$ cat config.mk
export PLATFORM = sky130hd
export DESIGN_NAME = ssr_status_top
export DESIGN_NICKNAME = d
export VERILOG_FILES = /design/src/ssr_pkg.sv /design/src/ssr_err_mem.sv /design/src/ssr_status_set.sv /design/src/ssr_status_top.sv
export SDC_FILE = /design/constraint.sdc
export NUM_CORES = 1
export LEC_CHECK = 0
export ABC_AREA = 1
export BUFFER_PORTS_ARGS = -buffer_cell sky130_fd_sc_hd__buf_2
export CORE_MARGIN = 10
export CORE_UTILIZATION = 45
export CTS_CLUSTER_SIZE = 40
export DETAILED_ROUTE_END_ITERATION = 8
export GPL_TIMING_DRIVEN = 0
export PLACE_DENSITY = 0.66
export SYNTH_ARGS = -nofsm -noshare
export SYNTH_HDL_FRONTEND = slang
export SYNTH_SLANG_ARGS = --single-unit
$ cat constraint.sdc
create_clock -name core_clk_in -period 3.5 [get_ports core_clk_in]
set_clock_uncertainty 0.2 [all_clocks]
set_input_delay 0 -clock core_clk_in [delete_from_list [all_inputs] [get_ports core_clk_in]]
set_output_delay 0 -clock core_clk_in [all_outputs]
set_load 0.01 [all_outputs]
$ cat src/ssr_pkg.sv
// package of constants and types for the status reporting block
package ssr_pkg;
  localparam int NUM_CH = 3;
  localparam int ERR_DEPTH = 8;
  localparam int ERR_AW = 3;
  localparam int ERR_W = 16;
  // questionable and summary bit positions
  localparam int QB_CC = 0;
  localparam int QB_CV = 1;
  localparam int QB_OTEMP = 4;
  localparam int QB_OVP = 9;
  localparam int QB_FUSE = 10;
  localparam logic [15:0] Q_USED_MASK = 16'h0613;
  localparam logic [15:0] SUM_USED_MASK = 16'h0003;
  // event status bits and status byte bits
  localparam int ESR_OPC = 0;
  localparam int STB_QUES = 3;
  localparam int STB_ESB = 5;
  localparam int STB_RQS = 6;
  localparam logic [7:0] SRE_RQS_MASK = 8'hBF;
  localparam logic [15:0] RST_16 = 16'h0000;
  localparam logic [7:0] RST_8 = 8'h00;
  // command codes
  typedef enum logic [3:0] {
    SSR_CMD_NOP      = 4'h0,
    SSR_CMD_OPC      = 4'h1,
    SSR_CMD_OPCQ     = 4'h2,
    SSR_CMD_WAI      = 4'h3,
    SSR_CMD_ESE_WR   = 4'h4,
    SSR_CMD_ESE_RD   = 4'h5,
    SSR_CMD_ESR_RD   = 4'h6,
    SSR_CMD_STB_RD   = 4'h7,
    SSR_CMD_SRE_WR   = 4'h8,
    SSR_CMD_QCOND_RD = 4'h9,
    SSR_CMD_QEVT_RD  = 4'hA,
    SSR_CMD_QENA_WR  = 4'hB,
    SSR_CMD_SCOND_RD = 4'hC,
    SSR_CMD_SEVT_RD  = 4'hD,
    SSR_CMD_ERR_RD   = 4'hE,
    SSR_CMD_CLS      = 4'hF
  } ssr_cmd_t;
  typedef enum logic [1:0] {
    SSR_IDLE = 2'b00,
    SSR_EXEC = 2'b01,
    SSR_DRAIN = 2'b10
  } ssr_state_t;
endpackage

$ cat src/ssr_err_mem.sv
// small error queue storage with registered read data
`timescale 1ns/1ps
module ssr_err_mem
  import ssr_pkg::*;
(
  // clock
  input  wire logic              core_clk_in,
  // write port
  input  wire logic              wr_en_in,
  input  wire logic [ERR_AW-1:0] wr_addr_in,
  input  wire logic [ERR_W-1:0]  wr_data_in,
  // read port
  input  wire logic [ERR_AW-1:0] rd_addr_in,
  output logic      [ERR_W-1:0]  rd_data_out
);
  logic [ERR_W-1:0] mem [ERR_DEPTH];

  always_ff @(posedge core_clk_in) begin
    if (wr_en_in) begin
      mem[wr_addr_in] <= wr_data_in;
    end
  end

  always_ff @(posedge core_clk_in) begin
    rd_data_out <= mem[rd_addr_in];
  end
endmodule

$ cat src/ssr_status_set.sv
// one condition/event/enable status register set
`timescale 1ns/1ps
module ssr_status_set
  import ssr_pkg::*;
(
  // clock and reset
  input  wire logic        core_clk_in,
  input  wire logic        nrst_in,
  // condition input and controls
  input  wire logic [15:0] cond_in,
  input  wire logic [15:0] used_mask_in,
  input  wire logic        evt_clr_in,
  input  wire logic        ena_wr_in,
  input  wire logic [15:0] ena_data_in,
  // register views
  output logic      [15:0] cond_out,
  output logic      [15:0] evt_out,
  output logic      [15:0] ena_out,
  output logic             summary_out
);
  logic [15:0] cond_ff;
  logic [15:0] evt_ff;
  logic [15:0] ena_ff;
  logic [15:0] masked_cond;
  logic [15:0] rise;

  // bit 15 and unused bits are forced to zero in every part
  assign masked_cond = cond_in & used_mask_in & 16'h7FFF;
  assign rise = masked_cond & ~cond_ff;

  always_ff @(posedge core_clk_in or negedge nrst_in) begin
    if (!nrst_in) begin
      cond_ff <= RST_16;
    end else begin
      cond_ff <= masked_cond;
    end
  end

  // rising edge sets win over the read clear
  always_ff @(posedge core_clk_in or negedge nrst_in) begin
    if (!nrst_in) begin
      evt_ff <= RST_16;
    end else if (evt_clr_in) begin
      evt_ff <= rise;
    end else begin
      evt_ff <= evt_ff | rise;
    end
  end

  always_ff @(posedge core_clk_in or negedge nrst_in) begin
    if (!nrst_in) begin
      ena_ff <= RST_16;
    end else if (ena_wr_in) begin
      ena_ff <= ena_data_in & used_mask_in & 16'h7FFF;
    end
  end

  assign cond_out = cond_ff;
  assign evt_out = evt_ff;
  assign ena_out = ena_ff;
  assign summary_out = |(evt_ff & ena_ff);
endmodule

$ cat src/ssr_status_top.sv
// status reporting and command synchronisation top
`timescale 1ns/1ps
module ssr_status_top
  import ssr_pkg::*;
(
  // clock and reset
  input  wire logic              core_clk_in,
  input  wire logic              nrst_in,
  // command port
  input  wire logic              cmd_valid_in,
  input  wire logic [3:0]        cmd_code_in,
  input  wire logic [1:0]        cmd_chan_in,
  input  wire logic [15:0]       cmd_data_in,
  output logic                   cmd_ready_out,
  // answer port
  output logic                   resp_valid_out,
  output logic [15:0]            resp_data_out,
  output logic                   resp_no_error_out,
  // instrument execution engine
  output logic                   exec_start_out,
  input  wire logic              exec_done_in,
  // hardware status
  input  wire logic [NUM_CH-1:0] constant_current_mode_in,
  input  wire logic [NUM_CH-1:0] constant_voltage_mode_in,
  input  wire logic              over_temp_in,
  input  wire logic              overvoltage_protection_in,
  input  wire logic              fuse_trip_in,
  // error reporting
  input  wire logic              err_push_in,
  input  wire logic [ERR_W-1:0]  err_code_in,
  // service request pin, active low
  output logic                   srq_n_out
);
  ssr_state_t state_ff;
  ssr_state_t nxt_state;
  logic [7:0] esr_ff;
  logic [7:0] ese_ff;
  logic [7:0] sre_ff;
  logic       esr_rise_ff;
  logic       cmd_ready_ff;
  logic       resp_valid_ff;
  logic [15:0] resp_data_ff;
  logic       resp_noerr_ff;
  logic       exec_start_ff;
  logic       srq_n_ff;
  logic       pend_opcq_ff;
  logic       pend_opc_ff;
  logic       pend_err_ff;
  logic [ERR_AW-1:0] wr_ptr_ff;
  logic [ERR_AW-1:0] rd_ptr_ff;
  logic [ERR_AW:0]   err_cnt_ff;
  logic [ERR_W-1:0]  err_rd_data;
  logic       take;
  logic       cmd_is_local;
  logic       q_evt_clr;
  logic       q_ena_wr;
  logic       q_sum;
  logic [15:0] q_cond;
  logic [15:0] q_evt;
  logic [15:0] q_cond_in;
  logic [15:0] s_cond [NUM_CH];
  logic [15:0] s_evt [NUM_CH];
  logic       err_empty_ff;
  logic [NUM_CH-1:0] s_clr;
  logic [7:0] stb;
  logic [7:0] nxt_esr;
  logic       err_pop;
  logic       err_push_ok;

  // decodes a command code into a locally handled register access
  function automatic logic is_local(input logic [3:0] code);
    is_local = (code != SSR_CMD_NOP) && (code != SSR_CMD_OPC) && (code != SSR_CMD_OPCQ) &&
               (code != SSR_CMD_WAI);
  endfunction

  assign take = cmd_valid_in && cmd_ready_ff;
  assign cmd_is_local = is_local(cmd_code_in);

  // questionable condition assembled from hardware status
  always_comb begin
    q_cond_in = RST_16;
    q_cond_in[QB_CC] = |constant_current_mode_in;
    q_cond_in[QB_CV] = |constant_voltage_mode_in;
    q_cond_in[QB_OTEMP] = over_temp_in;
    q_cond_in[QB_OVP] = overvoltage_protection_in;
    q_cond_in[QB_FUSE] = fuse_trip_in;
  end

  assign q_evt_clr = take && (cmd_code_in == SSR_CMD_QEVT_RD);
  assign q_ena_wr = take && (cmd_code_in == SSR_CMD_QENA_WR);

  ssr_status_set u_ques (
    .core_clk_in  (core_clk_in),
    .nrst_in      (nrst_in),
    .cond_in      (q_cond_in),
    .used_mask_in (Q_USED_MASK),
    .evt_clr_in   (q_evt_clr),
    .ena_wr_in    (q_ena_wr),
    .ena_data_in  (cmd_data_in),
    .cond_out     (q_cond),
    .evt_out      (q_evt),
    .ena_out      (),
    .summary_out  (q_sum)
  );

  // one summary set per channel; enables stay zero, no command writes them
  genvar gi;
  generate
    for (gi = 0; gi < NUM_CH; gi++) begin : g_chan
      assign s_clr[gi] = take && (cmd_code_in == SSR_CMD_SEVT_RD) &&
                         (cmd_chan_in == 2'(gi + 1));
      ssr_status_set u_sum (
        .core_clk_in  (core_clk_in),
        .nrst_in      (nrst_in),
        .cond_in      ({14'h0000, constant_voltage_mode_in[gi],
                        constant_current_mode_in[gi]}),
        .used_mask_in (SUM_USED_MASK),
        .evt_clr_in   (s_clr[gi]),
        .ena_wr_in    (1'b0),
        .ena_data_in  (RST_16),
        .cond_out     (s_cond[gi]),
        .evt_out      (s_evt[gi]),
        .ena_out      (),
        .summary_out  ()
      );
    end
  endgenerate

  // status byte built live from summaries
  always_comb begin
    stb = RST_8;
    stb[STB_QUES] = q_sum;
    stb[STB_ESB] = |(esr_ff & ese_ff);
    stb[STB_RQS] = |(stb & sre_ff & SRE_RQS_MASK);
  end

  // sequencer: one command at a time, completion waits hold new ones
  always_comb begin
    nxt_state = state_ff;
    case (state_ff)
      SSR_IDLE: begin
        if (take && !cmd_is_local && (cmd_code_in != SSR_CMD_NOP)) begin
          nxt_state = SSR_EXEC;
        end
      end
      SSR_EXEC: begin
        if (exec_done_in) begin
          nxt_state = SSR_DRAIN;
        end
      end
      SSR_DRAIN: nxt_state = SSR_IDLE;
      default: nxt_state = SSR_IDLE;
    endcase
  end

  always_ff @(posedge core_clk_in or negedge nrst_in) begin
    if (!nrst_in) begin
      state_ff <= SSR_IDLE;
    end else begin
      state_ff <= nxt_state;
    end
  end

  // ready drops while the engine runs a prior command
  always_ff @(posedge core_clk_in or negedge nrst_in) begin
    if (!nrst_in) begin
      cmd_ready_ff <= 1'b0;
      exec_start_ff <= 1'b0;
    end else begin
      cmd_ready_ff <= (nxt_state == SSR_IDLE) && !take;
      exec_start_ff <= (state_ff == SSR_IDLE) && (nxt_state == SSR_EXEC);
    end
  end

  always_ff @(posedge core_clk_in or negedge nrst_in) begin
    if (!nrst_in) begin
      pend_opc_ff <= 1'b0;
      pend_opcq_ff <= 1'b0;
    end else if (take) begin
      pend_opc_ff <= (cmd_code_in == SSR_CMD_OPC);
      pend_opcq_ff <= (cmd_code_in == SSR_CMD_OPCQ);
    end else if (state_ff == SSR_DRAIN) begin
      pend_opc_ff <= 1'b0;
      pend_opcq_ff <= 1'b0;
    end
  end

  // event status register: completion set wins over read clear
  always_comb begin
    nxt_esr = esr_ff;
    if (take && (cmd_code_in == SSR_CMD_ESR_RD)) begin
      nxt_esr = RST_8;
    end
    if ((state_ff == SSR_DRAIN) && (pend_opc_ff || pend_opcq_ff)) begin
      nxt_esr[ESR_OPC] = 1'b1;
    end
  end

  always_ff @(posedge core_clk_in or negedge nrst_in) begin
    if (!nrst_in) begin
      esr_ff <= RST_8;
      esr_rise_ff <= 1'b0;
    end else begin
      esr_ff <= nxt_esr;
      esr_rise_ff <= |(nxt_esr & ~esr_ff & ese_ff);
    end
  end

  always_ff @(posedge core_clk_in or negedge nrst_in) begin
    if (!nrst_in) begin
      ese_ff <= RST_8;
      sre_ff <= RST_8;
    end else if (take) begin
      if (cmd_code_in == SSR_CMD_ESE_WR) begin
        ese_ff <= cmd_data_in[7:0];
      end
      if (cmd_code_in == SSR_CMD_SRE_WR) begin
        sre_ff <= cmd_data_in[7:0] & SRE_RQS_MASK;
      end
    end
  end

  // error queue pointers; a push into a full queue is dropped unless an error read pops in the same cycle
  assign err_pop = take && (cmd_code_in == SSR_CMD_ERR_RD) && (err_cnt_ff != '0);
  assign err_push_ok = err_push_in && (err_cnt_ff != (ERR_AW + 1)'(ERR_DEPTH) || err_pop);

  always_ff @(posedge core_clk_in or negedge nrst_in) begin
    if (!nrst_in) begin
      wr_ptr_ff <= '0;
      rd_ptr_ff <= '0;
      err_cnt_ff <= '0;
    end else begin
      if (err_push_ok) begin
        wr_ptr_ff <= wr_ptr_ff + 1'b1;
      end
      if (err_pop) begin
        rd_ptr_ff <= rd_ptr_ff + 1'b1;
      end
      if (err_push_ok && !err_pop) begin
        err_cnt_ff <= err_cnt_ff + 1'b1;
      end else if (!err_push_ok && err_pop) begin
        err_cnt_ff <= err_cnt_ff - 1'b1;
      end
    end
  end

  ssr_err_mem u_err (
    .core_clk_in (core_clk_in),
    .wr_en_in    (err_push_ok),
    .wr_addr_in  (wr_ptr_ff),
    .wr_data_in  (err_code_in),
    .rd_addr_in  (rd_ptr_ff),
    .rd_data_out (err_rd_data)
  );

  always_ff @(posedge core_clk_in or negedge nrst_in) begin
    if (!nrst_in) begin
      pend_err_ff <= 1'b0;
      err_empty_ff <= 1'b0;
    end else begin
      pend_err_ff <= take && (cmd_code_in == SSR_CMD_ERR_RD);
      // queue state as it stood at the read request, before the pop
      err_empty_ff <= (err_cnt_ff == '0);
    end
  end

  // answers: register words as plain binary, weights summed by value
  always_ff @(posedge core_clk_in or negedge nrst_in) begin
    if (!nrst_in) begin
      resp_valid_ff <= 1'b0;
      resp_data_ff <= RST_16;
      resp_noerr_ff <= 1'b0;
    end else begin
      resp_valid_ff <= 1'b0;
      resp_noerr_ff <= 1'b0;
      if (take) begin
        resp_valid_ff <= cmd_is_local && (cmd_code_in != SSR_CMD_ERR_RD) &&
                         (cmd_code_in != SSR_CMD_ESE_WR) && (cmd_code_in != SSR_CMD_SRE_WR) &&
                         (cmd_code_in != SSR_CMD_QENA_WR) && (cmd_code_in != SSR_CMD_CLS);
        case (cmd_code_in)
          SSR_CMD_ESE_RD:   resp_data_ff <= {8'h00, ese_ff};
          SSR_CMD_ESR_RD:   resp_data_ff <= {8'h00, esr_ff};
          SSR_CMD_STB_RD:   resp_data_ff <= {8'h00, stb};
          SSR_CMD_QCOND_RD: resp_data_ff <= q_cond;
          SSR_CMD_QEVT_RD:  resp_data_ff <= q_evt;
          SSR_CMD_SCOND_RD: resp_data_ff <= s_cond[cmd_chan_in - 2'd1];
          SSR_CMD_SEVT_RD:  resp_data_ff <= s_evt[cmd_chan_in - 2'd1];
          default:          resp_data_ff <= resp_data_ff;
        endcase
      end else if (pend_err_ff) begin
        resp_valid_ff <= 1'b1;
        resp_data_ff <= err_empty_ff ? RST_16 : err_rd_data;
        resp_noerr_ff <= err_empty_ff;
      end else if ((state_ff == SSR_DRAIN) && pend_opcq_ff) begin
        resp_valid_ff <= 1'b1;
        resp_data_ff <= 16'h0001;
      end
    end
  end

  // service request pin pulled low while an enabled summary is present
  always_ff @(posedge core_clk_in or negedge nrst_in) begin
    if (!nrst_in) begin
      srq_n_ff <= 1'b1;
    end else begin
      srq_n_ff <= !(|(stb & sre_ff & SRE_RQS_MASK) || (esr_rise_ff && sre_ff[STB_ESB]));
    end
  end

  assign cmd_ready_out = cmd_ready_ff;
  assign resp_valid_out = resp_valid_ff;
  assign resp_data_out = resp_data_ff;
  assign resp_no_error_out = resp_noerr_ff;
  assign exec_start_out = exec_start_ff;
  assign srq_n_out = srq_n_ff;
endmodule

---- Word-level counts from Yosys, hierarchy flattened ----
Memories as Yosys holds them, arrays and structs flattened. A register that Yosys moved wholly into a read port is not among the register bits.
Cells that the tools add are included.
word-level totals
  memories kept ........................... 1
  bits in registers ....................... 141
  logic and storage cells ................. 169
  memory bits (writable) .................. 128
  bits of input ports ..................... 52
  output and inout port bits .............. 21
operators by class
  muxes and demuxes ....................... 32
  bitwise gates (word level) .............. 20
  eq/ne operators ......................... 29
  order comparisons ....................... 1
  reduce and logical (&&, ||, !) cells .... 54
  add/subtract/negate cells ............... 5
memories
  name       depth  bits a word  read ports  clocked after Yosys merged registers in  wr ports  RTL line           text
  u_err.mem  8      16           1           1                                        1         ssr_err_mem.sv:16  logic [ERR_W-1:0] mem [ERR_DEPTH];
operator list
  operator                                                number
  2-to-1 mux 16 bit                                       12
  one-hot mux 16 bit (7 select lines)                     1
  binary-select mux 16 bit (select 2 bit)                 2
  bitwise OR 16 bit                                       4
  AND 2 x 16 -> 16 bit                                    3
  inverter 2 -> 16 bit                                    3
  == test 4 bit (second input constant)                   7
  logical AND 1 bit                                       28
  AND 8 bit                                               3
  inequality test 4 bit (second input constant)           5
  AND 11 x 16 -> 16 bit                                   1
  AND 16 x 11 -> 16 bit                                   1
  == test 4 x 3 -> 1 bit (second input constant)          4
  inverter 11 -> 16 bit                                   1
  OR reduction 16 bit                                     1
  OR reduction 8 bit                                      2
  OR reduction 7 bit                                      2
  2-to-1 mux 1 bit                                        11
  AND 6 x 8 -> 8 bit                                      1
  AND 7 x 8 -> 8 bit                                      1
  2-to-1 mux 4 bit                                        2
  2-to-1 mux 8 bit                                        1
  inequality test 4 x 2 -> 1 bit (second input constant)  2
  inequality test 8 x 1 -> 1 bit (second input constant)  1
  24 further kinds                                        42

---- Logic depth before layout (Yosys ltp) ----
Gate-level depths: netlist of run 1.
  depth in word-level cells ............... 11
  mapped depth ............................ 16
  gate-level depth less buffers ........... 16

---- Modules after synthesis ----
A second synthesis of run 1 with hierarchy kept.
unflattened totals
  cell total of the unflattened synthesis .. 1988
  area, all modules ....................... 17105.2 um^2
modules (own cells, without submodules)
  module          seq. area each (um^2)  cells each  times used  area an instance (um^2)
  ssr_status_set  1126.1                 192         4           1781.7
  ssr_err_mem     4164.0                 587         1           5989.5
  ssr_status_top  1402.6                 633         1           3988.8

---- Least setup slack after synthesis of run 1 ----
Ideal clock, no wire load.
  path kind ............................... flip-flop to flip-flop
  from .................................... register err_cnt_ff[1]
  to ...................................... register err_cnt_ff[3]
  setup time .............................. 0.125 ns
  arrival time ............................ 2.157 ns
  path slack .............................. 1.018 ns
  data required time ...................... 3.175 ns
  buffers on the path ..................... 0
  cell stages (with the launch flop) ...... 15
  period minus slack after synthesis ...... 2.482 ns
  cells stage by stage .................... dfrtp_1 or2_2 nor2_1 nand3_1 nand2_1 inv_1 ha_1 inv_1 ha_1 a21o_1 a21oi_1 nand2_1 nand2_1 nor2_1 xor2_1
between the ends
  word-level cells in the longest chain between the ends .. 7
  elaborated cells on any way between the ends .. 14
  those cells by class .................... 2 x add/sub; 1 x eq/ne; 2 x mux; 9 x reduce/logical
RTL lines
  what                          RTL line               text
  start: declaration            ssr_status_top.sv:51   logic [ERR_AW:0] err_cnt_ff;
  start signal: assignment      ssr_status_top.sv:240  err_cnt_ff <= err_cnt_ff + 1'b1;
  start signal: assignment      ssr_status_top.sv:242  err_cnt_ff <= err_cnt_ff - 1'b1;
  nonzero test 4 bit            ssr_status_top.sv:224  assign err_pop = take && (cmd_code_in == SSR_CMD_ERR_RD) && (err_cnt_ff != '0);
  logical AND 1 bit             ssr_status_top.sv:224
  logical OR 1 bit (*)          ssr_status_top.sv:225  assign err_push_ok = err_push_in && (err_cnt_ff != (ERR_AW + 1)'(ERR_DEPTH) || err_pop);
  logical AND 1 bit (*)         ssr_status_top.sv:225
  via err_push_ok               ssr_status_top.sv:68   logic err_push_ok;
  zero test 1 bit               ssr_status_top.sv:241  end else if (!err_push_ok && err_pop) begin
  logical AND 1 bit             ssr_status_top.sv:241
  nonzero test 2 bit (no line)  n/a
The timed path passes the listed nets; every way through them passes the cells marked *. The select of a mux whose other input is x is not followed.
A chain may end at the register's enable or synchronous reset.

---- Worst setup path after layout of run 1 ----
  from .................................... input port cmd_code_in[0]
  to ...................................... memory u_err.mem[7][5], enable pin
between the ends
  word-level cells in the longest chain between the ends .. 7
RTL lines
  what                                    RTL line               text
  start: declaration                      ssr_status_top.sv:11   input wire logic [3:0] cmd_code_in,
  == test 4 bit                           ssr_status_top.sv:224
  logical AND 1 bit (2 in series)         ssr_status_top.sv:224
  logical OR 1 bit                        ssr_status_top.sv:225
  logical AND 1 bit                       ssr_status_top.sv:225
  via err_push_ok                         ssr_status_top.sv:68
  2-to-1 mux 1 bit                        ssr_err_mem.sv:19      if (wr_en_in) begin
  2-to-1 mux 1 bit (implied by the code)  ssr_err_mem.sv:20      mem[wr_addr_in] <= wr_data_in;
  end: declaration                        ssr_err_mem.sv:16
The timed path passes the listed nets, and every way through them passes these cells.

==> summary.txt, run 1 <==
Worst setup path
  – CP arrival: 3.14 ns
  – Critical R2R Capture: u_err.mem[7][5]
  – Max incr delay on CP: 0.82 ns
  – Crit path max fanout: 16
  – CP Class: in2reg
  – Delay-heaviest family, CP: buffers and inverters
  – Flop-to-flop setup slack: 0.76 ns
  – Worst R2R Path Depth: 8
  – Worst r2r src: cmd_ready_out
  – WP buf/inv: 6
  – Worst path cell trace: dlygate4sd3_1 > buf_2 > inv_1 > nand2_4 > dlygate4sd3_1 > nor3_4 > inv_2 > nand3_1 > nand2_1 > inv_1 > nand2_1 > nor2_2
  – Worst setup SP type: input pin
  – CP required: 3.42 ns
  – Slowest stage cell, crit path: nor2_2
  – Critical Path End Type: flip-flop

Clock tree
  – CTS Buffer Depth: 3
  – Post_cts resized: 0
  – Clock slew at the register clock pins of the worst setup and hold paths: 0.06 ns
  – CTS Sinks: 227
  – Post-CTS setup buffers: 0
  – Clk_lat worst skew: 0.51 ns
  – H-tree depth: 1
  – TritonCTS buffer count: 24
  – Root buf cell: clkbuf_16
  – CTS tree: done

Final layout
  – Layout cell share with drive strength beyond 1: 0.139
  – Layout Cells excl Fill: 1297
  – Antenna diode count: 0
  – Fillcell total: 1675
  – Layout net count: 1071
  – P&R area growth vs syn: 24.8%
  – Register Area: 0.00624 mm^2
  – Multi-input logic area: 0.00251 mm^2

Global routing
  – Largest net degree at the start of global routing: 66
  – First-pass GRT wire length: 36.1 mm
  – Total GRT Usage: 0.170
  – Vias in the first global route: 6739
  – Initial antenna violation count: 1
  – Total gr overflow: 0

Synthesis
  – Mapped Nets: 909
  – Post-synthesis sequential area ratio: 0.683
  – Synth warnings: 0
  – #FFs+latches synth: 227
  – Syn Area/Cell: 10.8 um^2
  – Syn Std Cell Area: 0.00914 mm^2
  – Distinct cells, synth: 36
  – Synthesized instance count: 848

Die
  – Core area: 0.0201 mm^2
  – Starting density of the core: 0.455
  – Die height: 163 um
  – Die Area: 0.0264 mm^2
  – Chip width: 163 um
  – I/O Pins: 73
  – Row cnt: 52

STA
  – Final Max Tran Viols: 0
  – Worst slew pin tran: 1.04 ns
  – Fmax achieved: 311 MHz
  – Post-layout minimum cycle time: 3.21 ns
  – Max-slew headroom: 0.306
  – Tcrit/Tclk final: 0.918
  – Final hold violation count: 0
  – Final setup fails: 0
  – Setup TNS Final: 0 ns
  – RSZ-0062 raised after global routing: false

Route
  – Drt pass-1 iters: 6
  – Post-DRT Antenna Nets: 0
  – Avg Vias per Cell: 5.09
  – Vias: 6605
  – Drt initial violations: 540
  – Final wirelength: 22.4 mm
  – Detailed-route DRC error count: 0
  – Drt wl/cell: 17.3 um

Placement
  – Post-DP HPWL: 14.7 mm
  – Post-Place Cells: 1191
  – RePlAce Congestion: 0.879
  – Count of buffers from port buffering: 66

Power
  – Combinational Power Share: 0.265
  – Internal power: 5750 uW
  – LEAKAGE: 0.00484 uW
  – P_sw: 2710 uW
  – Peak VDD IR: 0.444 mV
  – Sw frac: 0.320
  – Clock Power Share: 0.314
  – Flop pwr share: 0.422
  – Power Density: 741 mW/mm^2

Hold path
  – Hold Path Stages: 4
  – Hold path start: constant_voltage_mode_in[0]
  – Hold EP: u_ques.cond_out[1]
  – Hold/Removal Path Class: in2reg

Status
  – Status: finished clean

Job
  – Number of max-cap violations: 0
## Yosys cell counts
cell type,number,area [um^2]
nand2_4,1,11.3
buf_1,1,3.75
dfstp_2,1,26.3
ha_1,8,100
buf_6,1,11.3
a21o_1,1,7.51
nor3_4,1,16.3
nand2_2,3,18.8
o21bai_1,1,7.51
nand3_1,13,65.1
o32ai_1,32,280
fa_1,1,20.0
dfxtp_1,16,320
mux2_2,3,33.8
nor2_1,149,559
o21ai_0,70,350
a21oi_1,24,120
inv_2,2,7.51
a22oi_1,2,15.0
dfrtp_1,82,2050
inv_1,73,274
or2_2,3,18.8
nor3_1,5,25.0
a22o_1,6,52.6
nand4_1,2,12.5
and2_1,1,6.26
xor2_1,4,35.0
clkbuf_1,17,63.8
nand2_1,177,664
clkinv_1,1,3.75
nor2_2,2,12.5
buf_2,9,45.0
xnor2_1,2,17.5
or2_4,1,8.76
edfxtp_1,128,3840
o22ai_1,5,31.3
## cells by family (layout without fill, tap and decap cells)
group,Yosys count,in the layout,synth area share
adder cells (fa/ha/maj),9,9,0.0131
multiplexers,3,3,0.00370
flip-flops,227,227,0.683
buffers and inverters,104,283,0.0448
AO/OA/AOI/OAI,141,141,0.0946
AND/OR/NAND/NOR,358,358,0.155
XOR/XNOR,6,6,0.00575
## timing repair
item	CTS	global route
hold endpoints to repair	300	0
setup endpoints to repair	0	0
hold buffers	63	0
## cells in the final DEF (no fill, tap or decap), types with 23 or more instances in the layout
cell type and n:
buf_2 74, dfrtp_1 82, nor2_1 141, o32ai_1 32, edfxtp_1 128, a21oi_1 24, nand2_1 177, inv_1 73
clkbuf_16 25, dlygate4sd3_1 63, o21ai_0 70, clkbuf_1 23
## stage by stage
stage | util | hold slack, ns | setup WS, ns | power (uW) | cell area (um^2)
6_report | 0.567 | 0.0612 | 0.288 | 8450 | 11400
5_1_grt | 0.567 | 0.0880 | 0.0654 | 8910 | 11400
4_1_cts | 0.567 | 0.0481 | 0.285 | 8480 | 11400
3_5_place_dp | 0.495 | -0.298 | 0.764 | 5770 | 9950
3_3_place_gp | 0.488 | -0.0745 | 0.228 | 5680 | 9810
2_1_floorplan | - | -0.496 | 1.02 | 4920 | 9140
## sequential cells by signal (all words and copies together) (netlist names), 6 cells and up
name / cells
ese_ff: 8
esr_ff: 8
u_err.mem: 128
u_err.rd_data_out: 16
g_chan.u_sum.evt_out: 6
resp_data_out: 16
g_chan.u_sum.cond_out: 6
## worst min-delay path, delay by kind of cell
kind	cells	cell delay [ns]
buffers and inverters	3	0.68
and+or+nand+nor	1	0.05
## cell type report
cell class / count / area share
plain buffers: 28 / 0.0109
well taps: 270 / 0.0296
clock buffers: 33 / 0.0592
inverters: 76 / 0.0250
multi-input cells: 517 / 0.220
repair buffers: 136 / 0.0945
flip-flops and latches: 227 / 0.547
clock inverters: 10 / 0.0134
## worst max path at each step
stage / cells after the start / startpoint / slack (ns) / to
after detailed placement: 8 / cmd_ready_out / 0.76 / u_err.mem[7][12]
final: 12 / cmd_code_in[0] / 0.29 / u_err.mem[7][5]
after CTS: 12 / cmd_code_in[0] / 0.28 / u_err.mem[7][5]
after global placement: 7 / cmd_ready_out / 0.23 / u_err.mem[0][11]
after floorplan: 14 / err_cnt_ff[1] / 1.02 / err_cnt_ff[3]
after global routing: 19 / cmd_code_in[0] / 0.07 / err_cnt_ff[3]
## power by group through the flow
stage	Clock, uW	Combinational [uW]	Sequential (uW)
6_report	2650	2240	3570
3_5_place_dp	0	2160	3610
5_1_grt	2800	2490	3620
2_1_floorplan	0	1330	3590
4_1_cts	2690	2230	3560
3_3_place_gp	0	2070	3610
## routing by layer
layer  part of all wire  vias to the layer above  GRT usage
met3              0.067                       36     0.0321
met1               0.44                     3151      0.223
met4              0.025                        0     0.0484
li1                   -                     3190          -
met2               0.47                      228      0.282
met5                  0                        -          0
Note: power is estimated with default switching activity, not from simulation.
==> inputs of run 2 (changes only) <==
--- a/config.mk
+++ b/config.mk
@@ -9,10 +9,11 @@
 export BUFFER_PORTS_ARGS = -buffer_cell sky130_fd_sc_hd__buf_2
 export CORE_MARGIN = 10
 export CORE_UTILIZATION = 45
+export CTS_CLUSTER_DIAMETER = 120
 export CTS_CLUSTER_SIZE = 40
 export DETAILED_ROUTE_END_ITERATION = 8
 export GPL_TIMING_DRIVEN = 0
-export PLACE_DENSITY = 0.66
+export PLACE_DENSITY = 0.71
 export SYNTH_ARGS = -nofsm -noshare
 export SYNTH_HDL_FRONTEND = slang
 export SYNTH_SLANG_ARGS = --single-unit
==> run 2 against run 1 <==
Sequential share of layout area is 2.9 points higher. Sequential power hardly changed. Worst hold slack worse by 0.041 ns. Count of clock-buffer cells in the layout is 21 lower. Global-route usage is 1.1 points lower. Combinational power hardly changed. Cell count is 2.4% lower. Flip-flop and latch count stayed put. Non-clock buffer count is 1 lower. Die area stayed put. Via count is 0.32% lower.
==> summary.txt, run 2 (synthesis results as in run 1) <==
Final layout
  – Post-layout util: 0.538 (was 0.567)
  – Most frequent cells in the layout: 177 x nand2_1, 141 x nor2_1, 128 x edfxtp_1 (unchanged)
  – P&R area growth vs syn: 18.4% (was 24.8%)
  – Commonest non-fill, non-tap cell in the layout: nand2_1 (unchanged)
  – Layout net count: 1055 (was 1071)
  – Most flops, register: u_err.mem (unchanged)
  – Multi-input logic area: 0.00251 mm^2 (unchanged)
  – Fillcell total: 1712 (was 1675)
  – Antenna diode count: 0 (unchanged)
  – Largest register FFs: 128 (unchanged)
  – Layout cell share with drive strength beyond 1: 0.119 (was 0.139)
  – Register Area: 0.00624 mm^2 (unchanged)

Route
  – Drt wl/cell: 16.8 um (was 17.3 um)
  – Drt pass-1 iters: 5 (was 6)
  – Post-DRT Antenna Nets: 0 (unchanged)
  – Drt initial violations: 558 (was 540)
  – Final wirelength: 21.2 mm (was 22.4 mm)
  – Avg Vias per Cell: 5.20 (was 5.09)
  – Vias: 6584 (was 6605)
  – Detailed-route DRC error count: 0 (unchanged)

Status
  – Status: finished clean (unchanged)

STA
  – Tcrit/Tclk final: 0.777 (was 0.918)
  – Final hold violation count: 0 (unchanged)
  – Post-layout minimum cycle time: 2.72 ns (was 3.21 ns)
  – RSZ-0062 raised after global routing: false (unchanged)
  – Worst slew pin tran: 0.958 ns (was 1.04 ns)
  – Final setup fails: 0 (unchanged)
  – Final Max Tran Viols: 0 (unchanged)
  – Setup TNS Final: 0 ns (unchanged)
  – Max-slew headroom: 0.360 (was 0.306)
  – Fmax achieved: 368 MHz (was 311 MHz)

Job
  – Number of max-cap violations: 0 (unchanged)

Worst setup path
  – Worst r2r src: err_cnt_ff[1] (was cmd_ready_out)
  – Worst R2R Path Depth: 14 (was 8)
  – CP startpoint: err_cnt_ff[1] (was cmd_code_in[0])
  – Worst setup SP type: flip-flop (was input pin)
  – Crit path max fanout: 5 (was 16)
  – Worst path cell trace: or2_2 > nor2_1 > nand3_1 > nand2_1 > inv_1 > ha_1 > inv_1 > ha_1 > a21o_1 > a21oi_1 > nand2_1 > nand2_1 > nor2_1 > xor2_1 (was dlygate4sd3_1 > buf_2 > inv_1 > nand2_4 > dlygate4sd3_1 > nor3_4 > inv_2 > nand3_1 > nand2_1 > inv_1 > nand2_1 > nor2_2)
  – Critical R2R Capture: err_cnt_ff[3] (was u_err.mem[7][5])
  – Critical Path Most Common Cell: nand2_1
  – Critical Path End Type: flip-flop (unchanged)
  – Max incr delay on CP: 0.46 ns (was 0.82 ns)
  – Crit path capture: err_cnt_ff[3] (was u_err.mem[7][5])
  – Flop-to-flop setup slack: 0.78 ns (was 0.76 ns)
  – Slowest stage cell, crit path: dfrtp_1 (was nor2_2)
  – CP arrival: 2.91 ns (was 3.14 ns)
  – CP Class: reg2reg (was in2reg)
  – CP required: 3.69 ns (was 3.42 ns)

Global routing
  – Total gr overflow: 0 (unchanged)
  – Largest net degree at the start of global routing: 66 (unchanged)
  – Total GRT Usage: 0.159 (was 0.170)
  – First-pass GRT wire length: 34.1 mm (was 36.1 mm)
  – Initial antenna violation count: 0 (was 1)
  – Vias in the first global route: 6372 (was 6739)

Die
  – Die Area: 0.0264 mm^2 (unchanged)
  – Die height: 163 um (unchanged)
  – Row cnt: 52 (unchanged)
  – Chip width: 163 um (unchanged)
  – Core area: 0.0201 mm^2 (unchanged)
  – I/O Pins: 73 (unchanged)
  – Starting density of the core: 0.455 (unchanged)

Placement
  – Count of buffers from port buffering: 66 (unchanged)
  – RePlAce Congestion: 0.874 (was 0.879)
  – Post-DP HPWL: 14.5 mm (was 14.7 mm)

Clock tree
  – Post_cts resized: 0 (unchanged)
  – H-tree depth: 1 (unchanged)
  – CTS Sinks: 227 (unchanged)
  – CTS tree: done (unchanged)
  – Clock slew at the register clock pins of the worst setup and hold paths: 0.14 ns (was 0.06 ns)
  – CTS Buffer Depth: 3 (unchanged)
  – TritonCTS buffer count: 9 (was 24)
  – Clk_lat worst skew: 0.48 ns (was 0.51 ns)
  – Root buf cell: clkbuf_16 (unchanged)

Power
  – Power Density: 652 mW/mm^2 (was 741 mW/mm^2)
  – LEAKAGE: 0.00456 uW (was 0.00484 uW)
  – Peak VDD IR: 0.404 mV (was 0.444 mV)

Hold path
  – Hold/Removal Path Class: in2reg (unchanged)
## run 2: cell types whose count changed in the layout (fill, tap and decap cells not counted), sizes merged, moves of 2 or more
cell,delta
dlygate4sd3,-2
clkbuf,-21
clkinv,-4
clkinvlp,-2
bufinv,-4
## run 2: cell type report
| cell class | instances | area share |
|---|---|---|
| Inverter | 76 | 0.0264 |
| Tap cell | 270 | 0.0312 |
| Clock buffer | 12 | 0.0218 |
| Buffer | 28 | 0.0114 |
| Sequential cell | 227 | 0.577 |
| Clock inverter | 1 | 0.00150 |
| Multi-Input combinational cell | 517 | 0.232 |
| Timing Repair Buffer | 135 | 0.0991 |
## run 2: worst min path at each step
stage                     cells after the start                      start                    endpoint
after global routing                          2  overvoltage_protection_in          u_ques.cond_out[9]
after detailed placement                      1                    nrst_in  g_chan[0].u_sum.evt_out[0]
final                                         2  overvoltage_protection_in          u_ques.cond_out[9]
after CTS                                     2  overvoltage_protection_in          u_ques.cond_out[9]
after floorplan                               0                    nrst_in               cmd_ready_out
after global placement                        1  overvoltage_protection_in          u_ques.cond_out[9]
## run 2: report_power, final
part,total (uW),internal (uW),switching [uW]
clock network,1270,495,779
registers,3550,3350,206
logic,2230,750,1470
total,7050,4590,2460
## run 2: metrics by stage
step | worst slack, ns | std cells | hold slack (ns) | power [uW] | cell area [um^2]
2_1_floorplan | 1.02 | 848 | -0.496 | 4920 | 9140
3_3_place_gp | 0.262 | 1184 | -0.0733 | 5650 | 9810
3_5_place_dp | 0.792 | 1192 | -0.300 | 5760 | 9960
4_1_cts | 0.764 | 1266 | 0.0211 | 7060 | 10800
5_1_grt | 0.529 | 1266 | 0.0213 | 7450 | 10800
6_report | 0.781 | 1266 | 0.0203 | 7050 | 10800
## run 2: worst max-delay path, delay by kind of cell, from the launching register on
kind,cells,cell delay (ns)
DFF,1,0.46
adders and majority gates,2,0.45
and+or+nand+nor,7,0.82
AOI/OAI and AO/OA,2,0.34
xor gates and xnor gates,1,0.13
buffers and inverters,2,0.22
## run 2: routing by layer
metal | GRT usage | wire, um | vias to the layer above
met4 | 0.0430 | 469 | 0
li1 | - | - | 3134
met5 | 0 | 0 | -
met2 | 0.254 | 9710 | 286
met3 | 0.0268 | 1730 | 35
met1 | 0.219 | 9300 | 3129
## run 2: what timing repair did
action                                 CTS  global route
endpoints found under the hold margin  295             0
hold buffers                            61             0
setup buffers                            0             0
==> inputs of run 3 (changes only) <==
--- a/config.mk
+++ b/config.mk
@@ -13,7 +13,7 @@
 export CTS_CLUSTER_SIZE = 40
 export DETAILED_ROUTE_END_ITERATION = 8
 export GPL_TIMING_DRIVEN = 0
-export PLACE_DENSITY = 0.71
+export PLACE_DENSITY = 0.73
 export SYNTH_ARGS = -nofsm -noshare
 export SYNTH_HDL_FRONTEND = slang
 export SYNTH_SLANG_ARGS = --single-unit
==> constraint.sdc (replaced) <==
create_clock -name core_clk_in -period 2.35 [get_ports core_clk_in]
set_clock_uncertainty 0.2 [all_clocks]
set_input_delay 0 -clock core_clk_in [delete_from_list [all_inputs] [get_ports core_clk_in]]
set_output_delay 0 -clock core_clk_in [all_outputs]
set_load 0.01 [all_outputs]
==> run 3 against run 2 <==
Routed wire length grew 2.6%. Critical path type unchanged. Largest power group unchanged. Flip-flop and latch count is the same. Design area grew 1.8%. Core utilization grew 0.95 points. Critical path depth is the same. Via count shrank 0.18%.
==> summary.txt, run 3 (synthesis results as in run 1) <==
Global routing
  – Total GRT Usage: 0.164 (was 0.159)
  – Gr busiest metal: met2 (unchanged)
  – Initial antenna violation count: 0 (unchanged)
  – First-pass GRT wire length: 35.3 mm (was 34.1 mm)
  – Met2 Resource Use GR: 0.277 (was 0.254)
  – Met3 Usage GRT: 0.0281 (was 0.0268)
  – Largest net degree at the start of global routing: 67 (was 66)
  – Vias in the first global route: 6627 (was 6372)
  – Grt met1 use: 0.218 (was 0.219)
  – Total gr overflow: 0 (unchanged)

Final layout
  – Post-layout util: 0.548 (was 0.538)
  – Layout net count: 1062 (was 1055)
  – Fillcell total: 1670 (was 1712)
  – Antenna diode count: 0 (unchanged)
  – Layout Cells excl Fill: 1273 (was 1266)
  – Most flops, register: u_err.mem (unchanged)
  – P&R area growth vs syn: 20.5% (was 18.4%)
  – Layout cell share with drive strength beyond 1: 0.139 (was 0.119)
  – Most frequent cells in the layout: 174 x nand2_1, 140 x nor2_1, 128 x edfxtp_1 (was 177 x nand2_1, 141 x nor2_1, 128 x edfxtp_1)
  – Largest register FFs: 128 (unchanged)
  – Commonest non-fill, non-tap cell in the layout: nand2_1 (unchanged)

Placement
  – RePlAce Congestion: 0.905 (was 0.874)
  – Count of buffers from port buffering: 66 (unchanged)
  – Post-DP HPWL: 14.2 mm (was 14.5 mm)
  – Post-Place Cells: 1189 (was 1192)

Worst setup path
  – Flop-to-flop setup slack: 0.03 ns (was 0.78 ns)
  – Worst R2R Path Depth: 14 (unchanged)
  – Worst setup SP type: flip-flop (unchanged)
  – CP arrival: 2.51 ns (was 2.91 ns)
  – CP required: 2.54 ns (was 3.69 ns)
  – CP Class: reg2reg (unchanged)
  – Worst r2r src: err_cnt_ff[1] (unchanged)
  – Critical R2R Capture: err_cnt_ff[3] (unchanged)
  – Crit path max fanout: 5 (unchanged)
  – WP buf/inv: 2 (unchanged)
  – Worst path cell trace: or2_4 > nor2_4 > nand3_2 > nand2_4 > inv_4 > ha_4 > inv_4 > ha_4 > a21o_1 > a21oi_2 > nand2_1 > nand2_1 > nor2_1 > xor2_1 (was or2_2 > nor2_1 > nand3_1 > nand2_1 > inv_1 > ha_1 > inv_1 > ha_1 > a21o_1 > a21oi_1 > nand2_1 > nand2_1 > nor2_1 > xor2_1)
  – Max incr delay on CP: 0.41 ns (was 0.46 ns)
  – Delay-heaviest family, CP: simple AND/OR/NAND/NOR gates (unchanged)
  – Critical Path End Type: flip-flop (unchanged)
  – Slowest stage cell, crit path: dfrtp_1 (unchanged)

Route
  – Post-DRT Antenna Nets: 0 (unchanged)
  – Drt pass-1 iters: 5 (unchanged)
  – Final wirelength: 21.8 mm (was 21.2 mm)
  – Vias: 6572 (was 6584)
  – Drt initial violations: 617 (was 558)
  – Detailed-route DRC error count: 0 (unchanged)
  – Drt wl/cell: 17.1 um (was 16.8 um)
  – Avg Vias per Cell: 5.16 (was 5.20)

Clock tree
  – Root buf cell: clkbuf_16 (unchanged)
  – H-tree depth: 1 (unchanged)
  – CTS tree: done (unchanged)
  – CTS Buffer Depth: 3 (unchanged)
  – CTS Sinks: 227 (unchanged)
  – TritonCTS buffer count: 9 (unchanged)
  – Clock slew at the register clock pins of the worst setup and hold paths: 0.14 ns (about the same)
  – Clk_lat worst skew: 0.48 ns (about the same)

Die
  – Starting density of the core: 0.455 (unchanged)
  – Chip width: 163 um (unchanged)
  – Die height: 163 um (unchanged)
  – I/O Pins: 73 (unchanged)
  – Core area: 0.0201 mm^2 (unchanged)
  – Die Area: 0.0264 mm^2 (unchanged)
  – Row cnt: 52 (unchanged)

Power
  – Clock Power Share: 0.175 (was 0.181)
  – Internal power: 6950 uW (was 4590 uW)
  – Combinational Power Share: 0.333 (was 0.315)
  – LEAKAGE: 0.00461 uW (was 0.00456 uW)
  – Power Density: 976 mW/mm^2 (was 652 mW/mm^2)
  – Flop pwr share: 0.492 (was 0.504)
  – Sw frac: 0.353 (was 0.349)
  – P_sw: 3790 uW (was 2460 uW)
  – Peak VDD IR: 0.511 mV (was 0.404 mV)

Hold path
  – Hold path start: overvoltage_protection_in (unchanged)
  – Hold/Removal Path Class: in2reg (unchanged)
  – Hold EP: u_ques.cond_out[9] (unchanged)
  – Hold Path Stages: 2 (unchanged)

STA
  – Tcrit/Tclk final: 0.989 (was 0.777)
  – Final hold violation count: 0 (unchanged)
  – Max-slew headroom: 0.463 (was 0.360)
  – RSZ-0062 raised after global routing: true (was false)
  – Fmax achieved: 430 MHz (was 368 MHz)
  – Post-layout minimum cycle time: 2.32 ns (was 2.72 ns)
  – Final Max Tran Viols: 0 (unchanged)
  – Worst slew pin tran: 0.803 ns (was 0.958 ns)
  – Final setup fails: 0 (unchanged)

Job
  – Number of max-cap violations: 0 (unchanged)

Status
  – Status: finished clean (unchanged)
[run 3: changes by cell type in the layout (fill, tap and decap cells not counted), moves of 3 or more]
cell,previous run,this run
buf_4,1,9
nor2_4,0,9
buf_12,0,3
nor2_2,10,2
ha_4,0,3
nand2_1,177,174
ha_1,8,5
[run 3: metrics by stage]
stage | setup TNS (ns) | hold slack, ns | power [uW] | worst slack, ns | cell area, um^2
2_1_floorplan | -12.09 | -0.496 | 7330 | -0.127 | 9150
3_3_place_gp | -88.38 | -0.0746 | 8430 | -0.852 | 9810
3_5_place_dp | -30.18 | -0.302 | 8570 | -0.418 | 9920
4_1_cts | 0 | 0.0142 | 10700 | 0.000497 | 11000
5_1_grt | -0.124 | 0.00346 | 11300 | -0.107 | 11000
6_report | 0 | 0.00122 | 10700 | 0.0259 | 11000
[run 3: worst max-delay path by stage]
| stage | from | cells after the start | end | slack [ns] |
|---|---|---|---|---|
| after floorplan | cmd_ready_out | 7 | u_err.mem[6][0] | -0.13 |
| after global placement | cmd_ready_out | 7 | u_err.mem[0][11] | -0.85 |
| after detailed placement | cmd_ready_out | 8 | u_err.mem[1][11] | -0.42 |
| after CTS | err_cnt_ff[0] | 14 | err_cnt_ff[3] | 0.0005 |
| after global routing | cmd_ready_out | 15 | err_cnt_ff[3] | -0.11 |
| final | err_cnt_ff[1] | 14 | err_cnt_ff[3] | 0.03 |
[run 3: layer usage]
layer / up-vias / share of wire
met5: - / 0
met4: 0 / 0.012
met3: 24 / 0.088
met2: 285 / 0.48
met1: 3117 / 0.42
li1: 3146 / -
[run 3: power groups by stage]
stage / Combinational [uW] / Clock (uW) / Sequential, uW
final: 3580 / 1880 / 5280
after global routing: 3960 / 2030 / 5350
after CTS: 3500 / 1910 / 5280
after detailed placement: 3200 / 0 / 5370
after global placement: 3070 / 0 / 5370
after floorplan: 1990 / 0 / 5340
[run 3: layout make-up]
type	instances	area [um^2]	share of cell area
buffer	28	124	0.0112
clock buffer	11	233	0.0211
clock inverter	2	20.0	0.00182
inverter	76	290	0.0264
multi-input combinational	517	2630	0.238
sequential	227	6240	0.567
tap	270	338	0.0307
timing repair buffer	142	1140	0.104
[run 3: what timing repair did]
item	4_1_cts	5_1_grt
cloned	0	0
hold buffers	60	0
pin swaps	14	9
resized for setup	20	8
setup endpoints to repair	121	47
hold endpoints to repair	272	0
buffers inserted	9	2
